## config.mk

```make
export PLATFORM = sky130hd
export DESIGN_NAME = gsc_spi_port
export DESIGN_NICKNAME = d
export VERILOG_FILES = /design/src/rtl/gsc_shift_tx.v /design/src/rtl/gsc_spi_port.v
export VERILOG_INCLUDE_DIRS = /design/src /design/src/inc
export SDC_FILE = /design/constraint.sdc
export NUM_CORES = 1
export LEC_CHECK = 0
export ABC_AREA = 0
export BUFFER_PORTS_ARGS = -buffer_cell sky130_fd_sc_hd__buf_2
export CORE_MARGIN = 5
export CORE_UTILIZATION = 51
export CTS_BUF_LIST = sky130_fd_sc_hd__clkbuf_8
export CTS_CLUSTER_DIAMETER = 40
export DETAILED_ROUTE_END_ITERATION = 6
export GPL_TIMING_DRIVEN = 0
export PLACE_DENSITY_LB_ADDON = 0.3
export SLEW_MARGIN = 30
export SYNTH_ARGS = -nofsm -noshare
export SYNTH_HDL_FRONTEND = slang
export SYNTH_HIERARCHICAL = 1
export SYNTH_SLANG_ARGS = --single-unit
```

## constraint.sdc

```tcl
create_clock -name ref_clk_i -period 1.8 [get_ports ref_clk_i]
set_input_delay 0.27 -clock ref_clk_i [delete_from_list [all_inputs] [get_ports ref_clk_i]]
set_output_delay 0.27 -clock ref_clk_i [all_outputs]
set_load 0.05 [all_outputs]
```

## src/inc/gsc_map.vh

```
// register layout, field positions, codes and frame constants of the gyro serial port
`ifndef GSC_MAP_VH
`define GSC_MAP_VH

`define GSC_FRAME_BITS     5'h10
`define GSC_BIT_WRITE      15
`define GSC_BIT_ZERO_HI    14
`define GSC_BIT_SRC_HI     11
`define GSC_BIT_SRC_LO     10
`define GSC_BIT_ONE_HI     9
`define GSC_BIT_ONE_LO     8
`define GSC_BIT_ZERO_LO    5
`define GSC_BIT_CODING     4
`define GSC_SRC_RATE       2'h0
`define GSC_SRC_TEMP       2'h1
`define GSC_SRC_AUX_ONE    2'h2
`define GSC_SRC_AUX_TWO    2'h3
`define GSC_CODING_TWOS    1'h0
`define GSC_CODING_OFFSET  1'h1
`define GSC_CTRL_RESET     3'h0
`define GSC_OFFSET_BIN     12'h0800

`endif

```

## src/rtl/gsc_shift_tx.v

```verilog
// output shifter: loads the framed sample word and walks it out msb first
`timescale 1ns/1ps
module gsc_shift_tx (
    input  wire        ref_clk_i,   // system clock
    input  wire        resetn_i,    // async reset, active low
    input  wire        load_i,      // load word at frame start
    input  wire        shift_i,     // advance one bit
    input  wire [15:0] word_i,      // word to send
    output wire        bit_o        // current output bit
);
    reg [15:0] sh_q;

    always @(posedge ref_clk_i or negedge resetn_i) begin
        if (!resetn_i) begin
            sh_q <= 16'h0000;
        end else if (load_i) begin
            sh_q <= word_i;
        end else if (shift_i) begin
            sh_q <= {sh_q[14:0], 1'b0};
        end
    end

    assign bit_o = sh_q[15];
endmodule // gsc_shift_tx

```

## src/rtl/gsc_spi_port.v

```verilog
// serial control word decoder and sample word formatter for the gyro readout port
// Notes on behaviour
// - input bit 15 high loads the control register; low means plain read, no change.
// - bits 11:10 pick source: rate, temperature, aux one, aux two.
// - bit 4 picks coding: 0 twos complement, 1 offset binary.
// - twos rate samples are 12-bit signed, 0.2439 deg/s per count.
// - offset-binary rate samples add 2048 to the signed value.
// - output word is 00, 2-bit source tag, then the 12-bit sample.
// - twos temperature samples signed, zero at 25 degC.
// - offset-binary temperature samples add 2048.
// - twos aux samples signed, 0.001221 V per count.
// - offset-binary aux samples add 2048.
// - only a full 16-clock frame updates control and conversion result.
// - input bits sampled on falling serial clock edge, msb first.
// - first zero after select falls, bits change on falling edges, release after 16th.
// - select high: output released, clock and data have no effect.
`timescale 1ns/1ps
`include "gsc_map.vh"
module gsc_spi_port (
    input  wire        ref_clk_i,       // 25 MHz system clock
    input  wire        resetn_i,        // async reset, active low
    input  wire        cs_n_i,          // chip select pin, active low
    input  wire        sclk_i,          // serial clock pin
    input  wire        din_i,           // serial data in pin
    input  wire [11:0] rate_sample_i,   // signed rate sample
    input  wire [11:0] temp_sample_i,   // signed temperature sample
    input  wire [11:0] aux_one_i,       // signed aux_input_one sample
    input  wire [11:0] aux_two_i,       // signed aux_input_two sample
    output reg         dout_o,          // serial data out
    output reg         dout_oe_o,       // high while dout is driven
    output reg  [1:0]  source_select_o, // {source_select_hi, source_select_lo}
    output reg         coding_o,        // 1 = offset binary
    output reg         frame_done_o     // pulse after a complete frame
);
    // select a sample and apply coding
    function [11:0] gsc_code;
        input [1:0]  src;
        input        offs;
        input [11:0] r;
        input [11:0] t;
        input [11:0] a1;
        input [11:0] a2;
        reg   [11:0] v;
        begin
            case (src)
                `GSC_SRC_RATE:    v = r;
                `GSC_SRC_TEMP:    v = t;
                `GSC_SRC_AUX_ONE: v = a1;
                default:          v = a2;
            endcase
            // adding 2048 mod 4096 just flips the sign bit
            gsc_code = offs ? (v ^ `GSC_OFFSET_BIN) : v;
        end
    endfunction

    // frame states, one-hot
    localparam [2:0] ST_IDLE  = 3'b001;  // deselected
    localparam [2:0] ST_SHIFT = 3'b010;  // selected, taking bits
    localparam [2:0] ST_HOLD  = 3'b100;  // 16 bits taken, wait for deselect

    // pin synchronisers, two flip-flops each
    reg  [1:0]  cs_s_q;
    reg  [1:0]  sclk_s_q;
    reg  [1:0]  din_s_q;
    // previous synchronised levels for edge finding
    reg         sclk_d1_q;
    reg         cs_d1_q;
    // frame tracking
    reg  [2:0]  state_q;
    reg  [2:0]  state_d;
    reg  [4:0]  cnt_q;
    reg  [4:0]  cnt_d;
    // incoming control bits and the word the next frame sends
    reg  [15:0] rx_q;
    reg  [15:0] result_q;

    wire        cs_act;
    wire        sclk_s;
    wire        din_s;
    wire        cs_fall;
    wire        sclk_fe;
    wire        take_bit;
    wire        last_fe;
    wire        wr_frame;
    wire [1:0]  new_src;
    wire        new_coding;
    wire [15:0] next_result;
    wire        tx_bit;

    always @(posedge ref_clk_i or negedge resetn_i) begin
        if (!resetn_i) begin
            cs_s_q   <= 2'h3;
            sclk_s_q <= 2'h0;
            din_s_q  <= 2'h0;
        end else begin
            cs_s_q   <= {cs_s_q[0], cs_n_i};
            sclk_s_q <= {sclk_s_q[0], sclk_i};
            din_s_q  <= {din_s_q[0], din_i};
        end
    end

    // only the second stage feeds logic; the first may be metastable
    assign cs_act   = ~cs_s_q[1];
    assign sclk_s   = sclk_s_q[1];
    assign din_s    = din_s_q[1];
    // history regs start at the idle pin levels so reset makes no false edge
    assign cs_fall  = cs_act & cs_d1_q;
    assign sclk_fe  = cs_act & sclk_d1_q & ~sclk_s;
    // edges after the 16th are ignored until the next select
    assign take_bit = sclk_fe & (state_q == ST_SHIFT);
    assign last_fe  = take_bit & (cnt_q == `GSC_FRAME_BITS - 5'h01);

    // the last bit still sits in din_s when the 16th edge is taken,
    // so the received word is one place short in rx_q
    assign wr_frame    = rx_q[`GSC_BIT_WRITE - 1];
    assign new_src     = rx_q[`GSC_BIT_SRC_HI - 1 -: 2];
    assign new_coding  = rx_q[`GSC_BIT_CODING - 1];
    // tag and sample use the setting in force before this frame's update
    assign next_result = {2'b00, source_select_o,
                          gsc_code(source_select_o, coding_o, rate_sample_i,
                                   temp_sample_i, aux_one_i, aux_two_i)};

    always @(posedge ref_clk_i or negedge resetn_i) begin
        if (!resetn_i) begin
            sclk_d1_q <= 1'b0;
            cs_d1_q   <= 1'b1;
        end else begin
            sclk_d1_q <= sclk_s;
            cs_d1_q   <= ~cs_act;
        end
    end

    // a frame ends early when select rises before the 16th edge
    always @* begin
        state_d = state_q;
        case (state_q)
            ST_IDLE: begin
                if (cs_fall) begin
                    state_d = ST_SHIFT;
                end
            end
            ST_SHIFT: begin
                if (!cs_act) begin
                    state_d = ST_IDLE;
                end else if (last_fe) begin
                    state_d = ST_HOLD;
                end
            end
            ST_HOLD: begin
                if (!cs_act) begin
                    state_d = ST_IDLE;
                end
            end
            default: begin
                state_d = ST_IDLE;
            end
        endcase
    end

    // the count restarts with every select, so a cut frame leaves no residue
    always @* begin
        cnt_d = cnt_q;
        if (!cs_act || cs_fall) begin
            cnt_d = 5'h00;
        end else if (take_bit) begin
            cnt_d = cnt_q + 5'h01;
        end
    end

    always @(posedge ref_clk_i or negedge resetn_i) begin
        if (!resetn_i) begin
            state_q <= ST_IDLE;
            cnt_q   <= 5'h00;
        end else begin
            state_q <= state_d;
            cnt_q   <= cnt_d;
        end
    end

    always @(posedge ref_clk_i or negedge resetn_i) begin
        if (!resetn_i) begin
            rx_q <= 16'h0000;
        end else if (take_bit) begin
            rx_q <= {rx_q[14:0], din_s};
        end
    end

    // fixed bits 14, 9, 8 and 5 are the host's duty and go unchecked
    always @(posedge ref_clk_i or negedge resetn_i) begin
        if (!resetn_i) begin
            source_select_o <= `GSC_SRC_RATE;
            coding_o        <= `GSC_CODING_TWOS;
        end else if (last_fe && wr_frame) begin
            source_select_o <= new_src;
            coding_o        <= new_coding;
        end
    end

    // conversion completes only on the 16th edge; the first frame after reset reads zero
    always @(posedge ref_clk_i or negedge resetn_i) begin
        if (!resetn_i) begin
            result_q <= 16'h0000;
        end else if (last_fe) begin
            result_q <= next_result;
        end
    end

    always @(posedge ref_clk_i or negedge resetn_i) begin
        if (!resetn_i) begin
            frame_done_o <= 1'b0;
            dout_oe_o    <= 1'b0;
            dout_o       <= 1'b0;
        end else begin
            frame_done_o <= last_fe;
            // the shifter holds the new word only from the next cycle,
            // so the leading zero is forced here rather than read from it
            if (!cs_act || cs_fall) begin
                dout_o <= 1'b0;
            end else begin
                dout_o <= tx_bit;
            end
            if (!cs_act || last_fe) begin
                dout_oe_o <= 1'b0;
            end else if (cs_fall) begin
                dout_oe_o <= 1'b1;
            end
        end
    end

    gsc_shift_tx u_tx (
        .ref_clk_i (ref_clk_i),
        .resetn_i  (resetn_i),
        .load_i    (cs_fall),
        .shift_i   (take_bit),
        .word_i    (result_q),
        .bit_o     (tx_bit)
    );
endmodule // gsc_spi_port

```

After elaboration in Yosys (flattened, before gate mapping). Index checks and enable logic that the tools add are counted. W data, S select, Z words.

Register bits after elaboration: 67. Bits in latches: 0. Memory bits (writable): 0. Memory bits (read-only): 0. Bits of input ports: 53. Output and inout port bits: 6. Logic and storage cells: 55. Memories kept: 0.

Add/subtract/negate cells: 1. Multipliers: 0. Div/mod/pow operators: 0. Order comparisons: 0. Eq/ne operators: 9. Shifts and indexed selects: 0. Muxes and demuxes: 14. Bitwise logic cells: 8. Reductions and logical operators: 8.

Operators by type and width (number): $pmux W12 S3 (1); $mux W16 (2); $mux W12 (1); $mux W3 (4); $mux W5 (2); $pmux W3 S3 (1); $reduce_bool A2 Y1 (3); $add A5 B1 Y5 const B (1); $and A1 B1 Y1 (5); $eq A5 B4 Y1 const B (1); $ne A2 B2 Y1 const B (2); $eq A3 B1 Y1 const B (1); $eq A3 B2 Y1 const B (1); $eq A3 B3 Y1 const B (1); $mux W1 (3); $ne A3 B3 Y1 const B (1); $not A1 Y1 (3); $reduce_and A3 Y1 (1); $eq A2 B1 Y1 const B (1); $eq A2 B2 Y1 const B (1); $logic_not A2 Y1 (1); $logic_or A1 B1 Y1 (2); $logic_and A1 B1 Y1 (1).

Logic depth before layout (Yosys ltp). Gate-level depths: netlist of the first run.

Depth in word-level cells: 8. Depth in mapped cells: 8. Mapped depth without buffers: 7.

By module. Netlist of the first run, hierarchy kept.

Modules (own cells, without submodules): gsc_spi_port (times used 1, cells each 153, area an instance 2323.5 µm², sequential area each 1281.2 µm²); gsc_shift_tx (times used 1, cells each 69, area an instance 742.0 µm², sequential area each 400.4 µm²).

Worst setup path after synthesis of the first run. OpenSTA, ideal clock, no wires.

Kind: register -> register. Start: register cnt_q[0]. End: register result_q[10]. Library setup time: 0.125 ns. Data arrival time: 1.795 ns. Required time: 1.675 ns. Slack: -0.119 ns. Cell stages (with the launch flop): 9. Buffers on the path: 1. Clock period less this slack: 1.919 ns. Cell sequence: dfrtp_1 -> ha_1 -> and3_1 -> ha_1 -> nor3b_1 -> nand2_1 -> inv_2 -> buf_6 -> mux2_2.

Longest elaborated chain between the ends: 2.

RTL lines: start: declaration (RTL line gsc_spi_port.v:71) `reg [4:0] cnt_q;`; start signal: assignment (RTL line gsc_spi_port.v:176) `cnt_q <= cnt_d;`; $eq A5 B4 Y1 (RTL line gsc_spi_port.v:111) `` assign last_fe = take_bit & (cnt_q == `GSC_FRAME_BITS - 5'h01); ``; $and A1 B1 Y1 (RTL line gsc_spi_port.v:111); net last_fe (RTL line gsc_spi_port.v:83) `wire last_fe;`; end signal: assignment (RTL line gsc_spi_port.v:204) `result_q <= next_result;`; end: declaration (RTL line gsc_spi_port.v:75) `reg [15:0] result_q;`.

The timed path passes the listed nets, and every way through them passes these cells. A chain may end at the register's enable or synchronous reset.

Worst setup path after layout of the first run.
Start: register cnt_q[0]. End: register result_q[5].

The elaborated chain is that of the path after synthesis.

==> results of run 1 <==
synth_stat cells (3+ instances only):
cell type and instances:
dfrtp_1 63, mux2_2 31, nand2_1 17, mux2i_1 15, o21ai_0 10, o21ai_1 9
mux4_2 8, a21oi_1 7, buf_6 5, dfstp_2 4, mux4_1 4, buf_2 3
buf_4 3, clkbuf_1 3, inv_1 3, nand3_1 3, nor2_1 3
per-layer routing:
| layer | vias up | part of all wire, % | GRT usage, % |
|---|---|---|---|
| met5 | - | 0 | 0 |
| met4 | 0 | 1.4 | 7.950 |
| met3 | 8 | 4.6 | 3.857 |
| met2 | 53 | 49 | 26.23 |
| met1 | 1021 | 45 | 23.86 |
| li1 | 984 | - | - |
path summary, 6_finish.rpt:
check | from | endpoint | slack [ns] | depth (start not counted)
max reg2reg | cnt_q[0] | result_q[5] | -0.1 | 8
min in group asynchronous | resetn_i | rx_q[0] | 0.34 | 2
min reg2reg | sclk_s_q[0] | sclk_s_q[1] | 0.35 | 0
max in group asynchronous | resetn_i | cs_d1_q | 0.90 | 3
min | cs_n_i | cs_s_q[0] | 0.02 | 1
max | cnt_q[0] | result_q[5] | -0.1 | 8
stage by stage:
step                setup slack (ns)  setup TNS (ns)  total power, mW
floorplan                    0.01514               0            1.886
global placement             -0.2062          -2.268            2.007
finish                      -0.09936          -1.128            3.171
global route                 -0.1348          -1.757            3.316
detailed placement           -0.2369          -3.122            2.033
CTS                         -0.02058        -0.08254            3.174
flip-flops by register name (all words and copies together), names as in the netlist:
register	cells
din_s_q	2
cs_d1_q	1
source_select_o	2
coding_o	1
state_q	3
frame_done_o	1
sclk_s_q	2
cs_s_q	2
dout_oe_o	1
cnt_q	5
u_tx/sh_q	16
dout_o	1
sclk_d1_q	1
result_q	14
rx_q	15
repair_timing:
| item | CTS | global route |
|---|---|---|
| resized for setup | 19 | 8 |
| endpoints found under the hold margin | 13 | 0 |
| hold buffers | 1 | 0 |
| setup endpoints to repair | 31 | 32 |
| pin swaps | 3 | 1 |
| cloned | 0 | 1 |
| buffers inserted | 8 | 6 |
cells in the final DEF, fill, tap and decap left out, drive strengths merged, types with 3 or more instances in the layout:
cell type,synthesis,routed
a21oi,7,7
buf,12,85
clkbuf,3,13
dfrtp,63,63
dfstp,4,4
inv,4,7
mux2,31,31
mux2i,15,15
mux4,12,12
nand2,17,17
nand3,3,3
nor2,4,4
o21ai,19,19
logic make-up after synthesis:
family,Yosys count,synth area share (%)
AO/OA/AOI/OAI,34,6.367
flip-flops,67,54.86
multiplexers,58,25.59
buffers and inverters,19,4.571
AND/OR/NAND/NOR,40,7.388
XOR/XNOR,1,0.2858
adder cells (fa/ha/maj),2,0.8162
other,1,0.1223
critical path, stage by stage, from the launching register on:
cell     delay, ns
dfrtp_1       0.38
ha_2          0.20
and3_4        0.20
ha_4          0.12
nor3b_4       0.24
nand2_2       0.12
inv_4         0.08
buf_8         0.14
mux2_4        0.30
layout make-up:
type / count / area (µm²)
buffer: 15 / 135.1
clock buffer: 9 / 123.9
clock inverter: 6 / 51.30
fill: 445 / 1958
inverter: 4 / 17.52
multi-input combinational: 137 / 1346
sequential: 67 / 1683
tap: 75 / 93.84
timing repair buffer: 75 / 476.7
power breakdown:
group          switching, mW  internal [mW]
sequential            0.0587           1.58
clock                  0.531          0.612
combinational          0.184          0.202
==> impl_metrics.json, run 1 <==
{
  "yosys.area.top_type": "dfrtp_1",
  "drive_gt1_share_pct": 50.16,
  "worstSkewPairLatency_ns": 0.34,
  "slew_headroom_pct": 60.69,
  "finalWeightedCongestion": 0.7810,
  "synth_area_per_cell_um2": 13.81,
  "cts_tree": "done",
  "vias_per_cell": 5.325,
  "finalCritPeriodShare_pct": 105.5,
  "crit_fanout": 8,
  "grt_max_degree": 52,
  "ys_dominant_reg_cell": "dfrtp_1",
  "routedWlPerCell_um": 15.78,
  "cts_buffer_depth": 2,
  "cp-start-kind": "flip-flop",
  "die-width_um": 87.53,
  "setup_viol": 16,
  "dp_cells": 357,
  "grt_use_total_pct": 17.28,
  "power.leakage_nw": 1.830,
  "violations": "setup timing",
  "ant_nets": 0,
  "yosys_warnings": 6,
  "synth.top_cells.by_area": "dfrtp_1, mux2_2, mux4_2",
  "num_vias": 2066,
  "synth-seq-area-share_pct": 54.86,
  "outcome": "complete, but fails checks",
  "layout.nets": 364,
  "drc": 0,
  "antenna_found_initial": 0,
  "vdd_drop_max_mv": 0.6201,
  "routed_wl_um": 6124,
  "hold_class": "input port to flip-flop",
  "rows": 28,
  "max-cap-violations": 0,
  "power.density_nw_per_um2": 807.4,
  "dr.pass1.iters": 4,
  "ys_async_sr_fraction_pct": 100.0,
  "diodes": 0,
  "syn_to_final_growth_pct": 28.12,
  "drt_iter0_drc": 99,
  "end_kind": "flip-flop",
  "syn-instance-count": 222,
  "crit_type": "flip-flop to flip-flop",
  "hpwlAfterDp_um": 4074,
  "boundaryPins": 59,
  "first_global_vias": 2163,
  "grt-ovfl-total": 0,
  "cts.sinks": 67,
  "fmax_mhz": 526.5,
  "final_hold_viol_count": 0,
  "die_area_um2": 7662,
  "die_y_um": 87.53,
  "coreArea_um2": 5886,
  "worst_slack_ns": -0.09936,
  "arrival_ns": 2.12,
  "syn_area_um2": 3065,
  "start_util_pct": 52.08,
  "finClkSkew_ns": 0.005759,
  "cp.required_ns": 2.02,
  "drv_slew": 0,
  "synth_cell_types": 44,
  "synth.top_cell.area_share_pct": 51.43,
  "rsz0062_at_grt": "yes",
  "post-route-min-period_ns": 1.899,
  "tightest_slew_ns": 0.5896,
  "clk_pin_slew_ns": 0.07,
  "whs_ns": 0.02368,
  "portBuffers": 58,
  "synth_enable_flop_cells": 0,
  "postPlaceCellArea_um2": 3497,
  "fin_area_um2": 3928,
  "utilization_pct": 66.73,
  "root_buffer": "clkbuf_8",
  "final_cells": 388,
  "grt_pass1_wl_um": 10140,
  "numCtsBuffers": 9,
  "h-tree-depth": 3,
  "synth_seq_cells": 67
}
No activity file was read; power rests on OpenSTA's default activity.
==> inputs of run 2 (changes only) <==
--- a/config.mk
+++ b/config.mk
@@ -9,12 +9,13 @@
 export ABC_AREA = 0
 export BUFFER_PORTS_ARGS = -buffer_cell sky130_fd_sc_hd__buf_2
 export CORE_MARGIN = 5
-export CORE_UTILIZATION = 51
+export CORE_UTILIZATION = 30
 export CTS_BUF_LIST = sky130_fd_sc_hd__clkbuf_8
 export CTS_CLUSTER_DIAMETER = 40
 export DETAILED_ROUTE_END_ITERATION = 6
 export GPL_TIMING_DRIVEN = 0
 export PLACE_DENSITY_LB_ADDON = 0.3
+export SKIP_CTS_REPAIR_TIMING = 1
 export SLEW_MARGIN = 30
 export SYNTH_ARGS = -nofsm -noshare
 export SYNTH_HDL_FRONTEND = slang
==> impl_metrics.json, run 2 (same netlist as run 1, synthesis figures left out) <==
{
  "cts_tree": "done",
  "largest_register_ffs": 16,
  "dr.pass1.iters": 4,
  "drive_gt1_share_pct": 51.88,
  "start_util_pct": 30.24,
  "syn_to_final_growth_pct": 34.00,
  "routed_wl_um": 6329,
  "post-place-ws_ns": -0.2432,
  "clk_pin_slew_ns": 0.07,
  "grt_pass1_wl_um": 10340,
  "vdd_drop_max_mv": 0.4575,
  "antenna_found_initial": 0,
  "final_cell_mix": "dfrtp_1, buf_2, mux2_2",
  "vias_per_cell": 4.627,
  "drv_slew": 0,
  "cp.required_ns": 2.02,
  "arrival_ns": 2.07,
  "grt_max_degree": 51,
  "reg_top3": "u_tx/sh_q (16), rx_q (15), result_q (14)",
  "ant_nets": 0,
  "h-tree-depth": 3,
  "finalCritPeriodShare_pct": 102.8,
  "hold_class": "input port to flip-flop",
  "power.leakage_nw": 1.877,
  "fmax_mhz": 540.5,
  "fin_total_pwr_mw": 3.420,
  "die-width_um": 111.1,
  "numCtsBuffers": 9,
  "rsz0062_at_grt": "yes",
  "coreArea_um2": 10140,
  "crit_type": "flip-flop to flip-flop",
  "power.density_nw_per_um2": 832.6,
  "outcome": "complete, but fails checks",
  "finClkSkew_ns": 0.008370,
  "worstSkewPairLatency_ns": 0.34,
  "root_buffer": "clkbuf_8",
  "hpwlAfterDp_um": 4495,
  "cp-start-kind": "flip-flop",
  "top_register": "u_tx/sh_q",
  "tightest_slew_ns": 0.5169,
  "worst_slack_ns": -0.05010,
  "grt_use_total_pct": 10.45,
  "cts_buffer_depth": 2,
  "first_global_vias": 2114,
  "num_vias": 2110,
  "fill_cells": 987,
  "end_kind": "flip-flop",
  "final_common_cell": "dfrtp_1",
  "layout.nets": 370,
  "grt-ovfl-total": 0,
  "post-route-min-period_ns": 1.850,
  "drc": 0,
  "rows": 37,
  "routedWlPerCell_um": 13.88,
  "setup_viol": 13,
  "die_area_um2": 12340,
  "max-cap-violations": 0,
  "final_hold_viol_count": 0,
  "violations": "setup timing",
  "finalWeightedCongestion": 0.7299,
  "drt_iter0_drc": 78,
  "boundaryPins": 59,
  "fin_area_um2": 4108,
  "die_y_um": 111.1,
  "portBuffers": 58,
  "postPlaceCellArea_um2": 3573,
  "cts.sinks": 67,
  "slew_headroom_pct": 65.47,
  "diodes": 0,
  "crit_fanout": 7,
  "fin_tns_setup_ns": -0.3961
}
[run 2: cell count changes in the layout (fill, tap and decap cells not counted), moves of 2 or more]
cell	before	now
clkinv_4	0	2
mux2_4	11	9
clkbuf_2	0	2
buf_4	17	21
mux2_2	20	22
buf_12	2	5
clkinvlp_4	0	2
inv_1	6	3
clkbuf_1	3	1
[run 2: worst paths after layout]
path / from / to / slack, ns / cells past startpoint
setup reg to reg: cnt_q[1] / result_q[6] / -0.05 / 8
max in group asynchronous: resetn_i / cs_s_q[1] / 0.87 / 3
setup / recovery: cnt_q[1] / result_q[6] / -0.05 / 8
hold reg to reg: sclk_s_q[0] / sclk_s_q[1] / 0.35 / 0
hold / removal: cs_n_i / cs_s_q[0] / 0.03 / 1
min in group asynchronous: resetn_i / result_q[7] / 0.35 / 2
[run 2: routing by layer]
layer  part of all wire (%)  vias up  global-route usage, %
li1                       -     1003                      -
met1                     45     1065                  12.94
met2                     50       36                  16.83
met3                    3.6        6                  3.876
met4                    1.2        0                  3.650
met5                      0        -                      0
[run 2: final cells by class]
| class | count | area, µm² | area share, % |
|---|---|---|---|
| inverters | 4 | 20.02 | 0.4874 |
| repair buffers | 81 | 534.3 | 13.01 |
| plain buffers | 15 | 155.1 | 3.777 |
| well taps | 136 | 170.2 | 4.143 |
| multi-input cells | 137 | 1319 | 32.10 |
| clock buffers | 10 | 137.6 | 3.351 |
| clock inverters | 6 | 88.84 | 2.163 |
| flip-flops and latches | 67 | 1683 | 40.97 |
[run 2: power breakdown]
group,switching (mW),internal (mW)
Sequential,0.0602,1.58
Clock,0.564,0.817
Combinational,0.184,0.213
[run 2: critical path, stage by stage (launching register included)]
cell and delay [ns]:
dfrtp_1 0.37, ha_2 0.20, and3_4 0.20, ha_4 0.11, nor3b_4 0.22, nand2_2 0.13
clkinv_4 0.09, buf_12 0.13, mux2_4 0.30
[run 2: per-stage QoR]
step | cells | utilization [%] | hold slack [ns]
CTS | 434 | 37.48 | -0.2078
global placement | 417 | 34.95 | 0.3341
floorplan | 223 | - | -0.02559
global route | 456 | 40.52 | 0.007391
detailed placement | 418 | 35.25 | 0.1676
finish | 456 | 40.52 | 0.03165
==> inputs of run 3 (changes only) <==
--- a/config.mk
+++ b/config.mk
@@ -9,7 +9,7 @@
 export ABC_AREA = 0
 export BUFFER_PORTS_ARGS = -buffer_cell sky130_fd_sc_hd__buf_2
 export CORE_MARGIN = 5
-export CORE_UTILIZATION = 30
+export CORE_UTILIZATION = 47
 export CTS_BUF_LIST = sky130_fd_sc_hd__clkbuf_8
 export CTS_CLUSTER_DIAMETER = 40
 export DETAILED_ROUTE_END_ITERATION = 6
==> impl_metrics.json, run 3 (same netlist as run 1, synthesis figures left out) <==
{
  "violations": "setup timing",
  "fin_tns_setup_ns": -0.9167,
  "ant_nets": 0,
  "rr_worst_depth": 8,
  "boundaryPins": 59,
  "hold_end": "cs_s_q[0]",
  "globalRouteMet3Util_pct": 4.833,
  "vias_per_cell": 5.329,
  "finClkSkew_ns": 0.01133,
  "coreArea_um2": 6350,
  "end_kind": "flip-flop",
  "num_vias": 2137,
  "clk_pin_slew_ns": 0.07,
  "tightest_slew_ns": 0.5876,
  "final_common_cell": "dfrtp_1",
  "portBuffers": 58,
  "crit_fanout": 8,
  "r2r_end": "result_q[7]",
  "r2r_start": "cnt_q[0]",
  "grtUsageMet1_pct": 20.16,
  "start_util_pct": 48.28,
  "routed_wl_um": 6251,
  "cp-start-kind": "flip-flop",
  "layout.area.seq_um2": 1683,
  "top_register": "u_tx/sh_q",
  "syn_to_final_growth_pct": 31.51,
  "final_hold_viol_count": 0,
  "cp.required_ns": 2.02,
  "grt_use_total_pct": 15.47,
  "rows": 29,
  "outcome": "complete, but fails checks",
  "fmax_mhz": 527.3,
  "final_cell_mix": "dfrtp_1, buf_2, buf_4",
  "drc": 0,
  "drt_iter0_drc": 86,
  "die_area_um2": 8237,
  "finalWeightedCongestion": 0.7281,
  "power.density_nw_per_um2": 858.4,
  "drv_slew": 0,
  "layout.nets": 374,
  "numCtsBuffers": 9,
  "grt_max_degree": 41,
  "hpwlAfterDp_um": 4222,
  "setup_viol": 11,
  "grt-ovfl-total": 0,
  "reg2reg_slack_ns": -0.1,
  "worst_slack_ns": -0.09635,
  "slew_headroom_pct": 60.82,
  "power.leakage_nw": 1.892,
  "utilization_pct": 63.49,
  "grt_busiest_layer": "met2",
  "cts_buffer_depth": 2,
  "holdPathStages": 1,
  "grt_pass1_wl_um": 10220,
  "cts.sinks": 67,
  "finalCritPeriodShare_pct": 105.4,
  "routedWlPerCell_um": 15.59,
  "fill_cells": 456,
  "h-tree-depth": 3,
  "first_global_vias": 2172,
  "dr.pass1.iters": 4,
  "cts_tree": "done",
  "largest_register_ffs": 16,
  "arrival_ns": 2.12,
  "post-route-min-period_ns": 1.896,
  "final_cells": 401,
  "antenna_found_initial": 0,
  "vdd_drop_max_mv": 0.6338,
  "crit_type": "flip-flop to flip-flop",
  "holdCritStartpoint": "cs_n_i",
  "drive_gt1_share_pct": 52.78,
  "diodes": 0,
  "rsz0062_at_grt": "yes",
  "die_y_um": 90.76,
  "worstSkewPairLatency_ns": 0.34,
  "dp_cells": 359,
  "die-width_um": 90.76,
  "use_met2_pct": 24.46,
  "max-cap-violations": 0,
  "root_buffer": "clkbuf_8",
  "multiInputGateArea_um2": 1335,
  "whs_ns": 0.03169,
  "hold_class": "input port to flip-flop",
  "reg_top3": "u_tx/sh_q (16), rx_q (15), result_q (14)",
  "post-place-ws_ns": -0.2463
}
[run 3: changes by cell type in the layout (fill, tap and decap cells not counted), sizes merged]
cell      before  now
clkbuf        14   15
buf           91   95
inv            3    5
clkinv         3    1
clkinvlp       2    1
[run 3: worst max path at each step]
stage                     cells after the start     start            to  slack [ns]
after floorplan                               8  cnt_q[0]  result_q[10]        0.02
after global placement                        8  cnt_q[0]   result_q[5]       -0.23
after detailed placement                      8  cnt_q[0]  result_q[10]       -0.25
after CTS                                     8  cnt_q[0]  result_q[10]       -0.27
after global routing                          8  cnt_q[0]   result_q[6]       -0.18
final                                         8  cnt_q[0]   result_q[7]        -0.1
[run 3: per-stage QoR]
step	total power, mW	cell area [µm²]
global route	3.609	4031
detailed placement	2.032	3492
global placement	2.006	3470
floorplan	1.886	3083
finish	3.461	4031
CTS	3.435	3720
[run 3: area by class of cell]
cell class	count	share of cell area, %
Sequential cell	67	41.74
Clock buffer	11	3.755
Tap cell	77	2.390
Inverter	4	0.4345
Clock inverter	5	1.893
Buffer	15	3.569
Timing Repair Buffer	85	13.10
Multi-Input combinational cell	137	33.12
[run 3: report_power, final]
group	total [mW]	internal [mW]	switching (mW)
combinational	0.403	0.217	0.186
sequential	1.65	1.58	0.0633
clock	1.41	0.849	0.563
[run 3: routing by layer]
| metal | wire [µm] | part of all wire (%) | up-vias |
|---|---|---|---|
| li1 | - | - | 1000 |
| met1 | 2717 | 43 | 1077 |
| met2 | 3142 | 50 | 52 |
| met3 | 301 | 4.8 | 8 |
| met4 | 89 | 1.4 | 0 |
| met5 | 0 | 0 | - |
[run 3: worst max-delay path, stage by stage, from the launching register on]
cell and delay, ns:
dfrtp_1 0.37, ha_2 0.18, and3_4 0.20, ha_4 0.12, nor3b_4 0.22, nand2_2 0.13, inv_4 0.11, buf_8 0.14
mux2_4 0.30
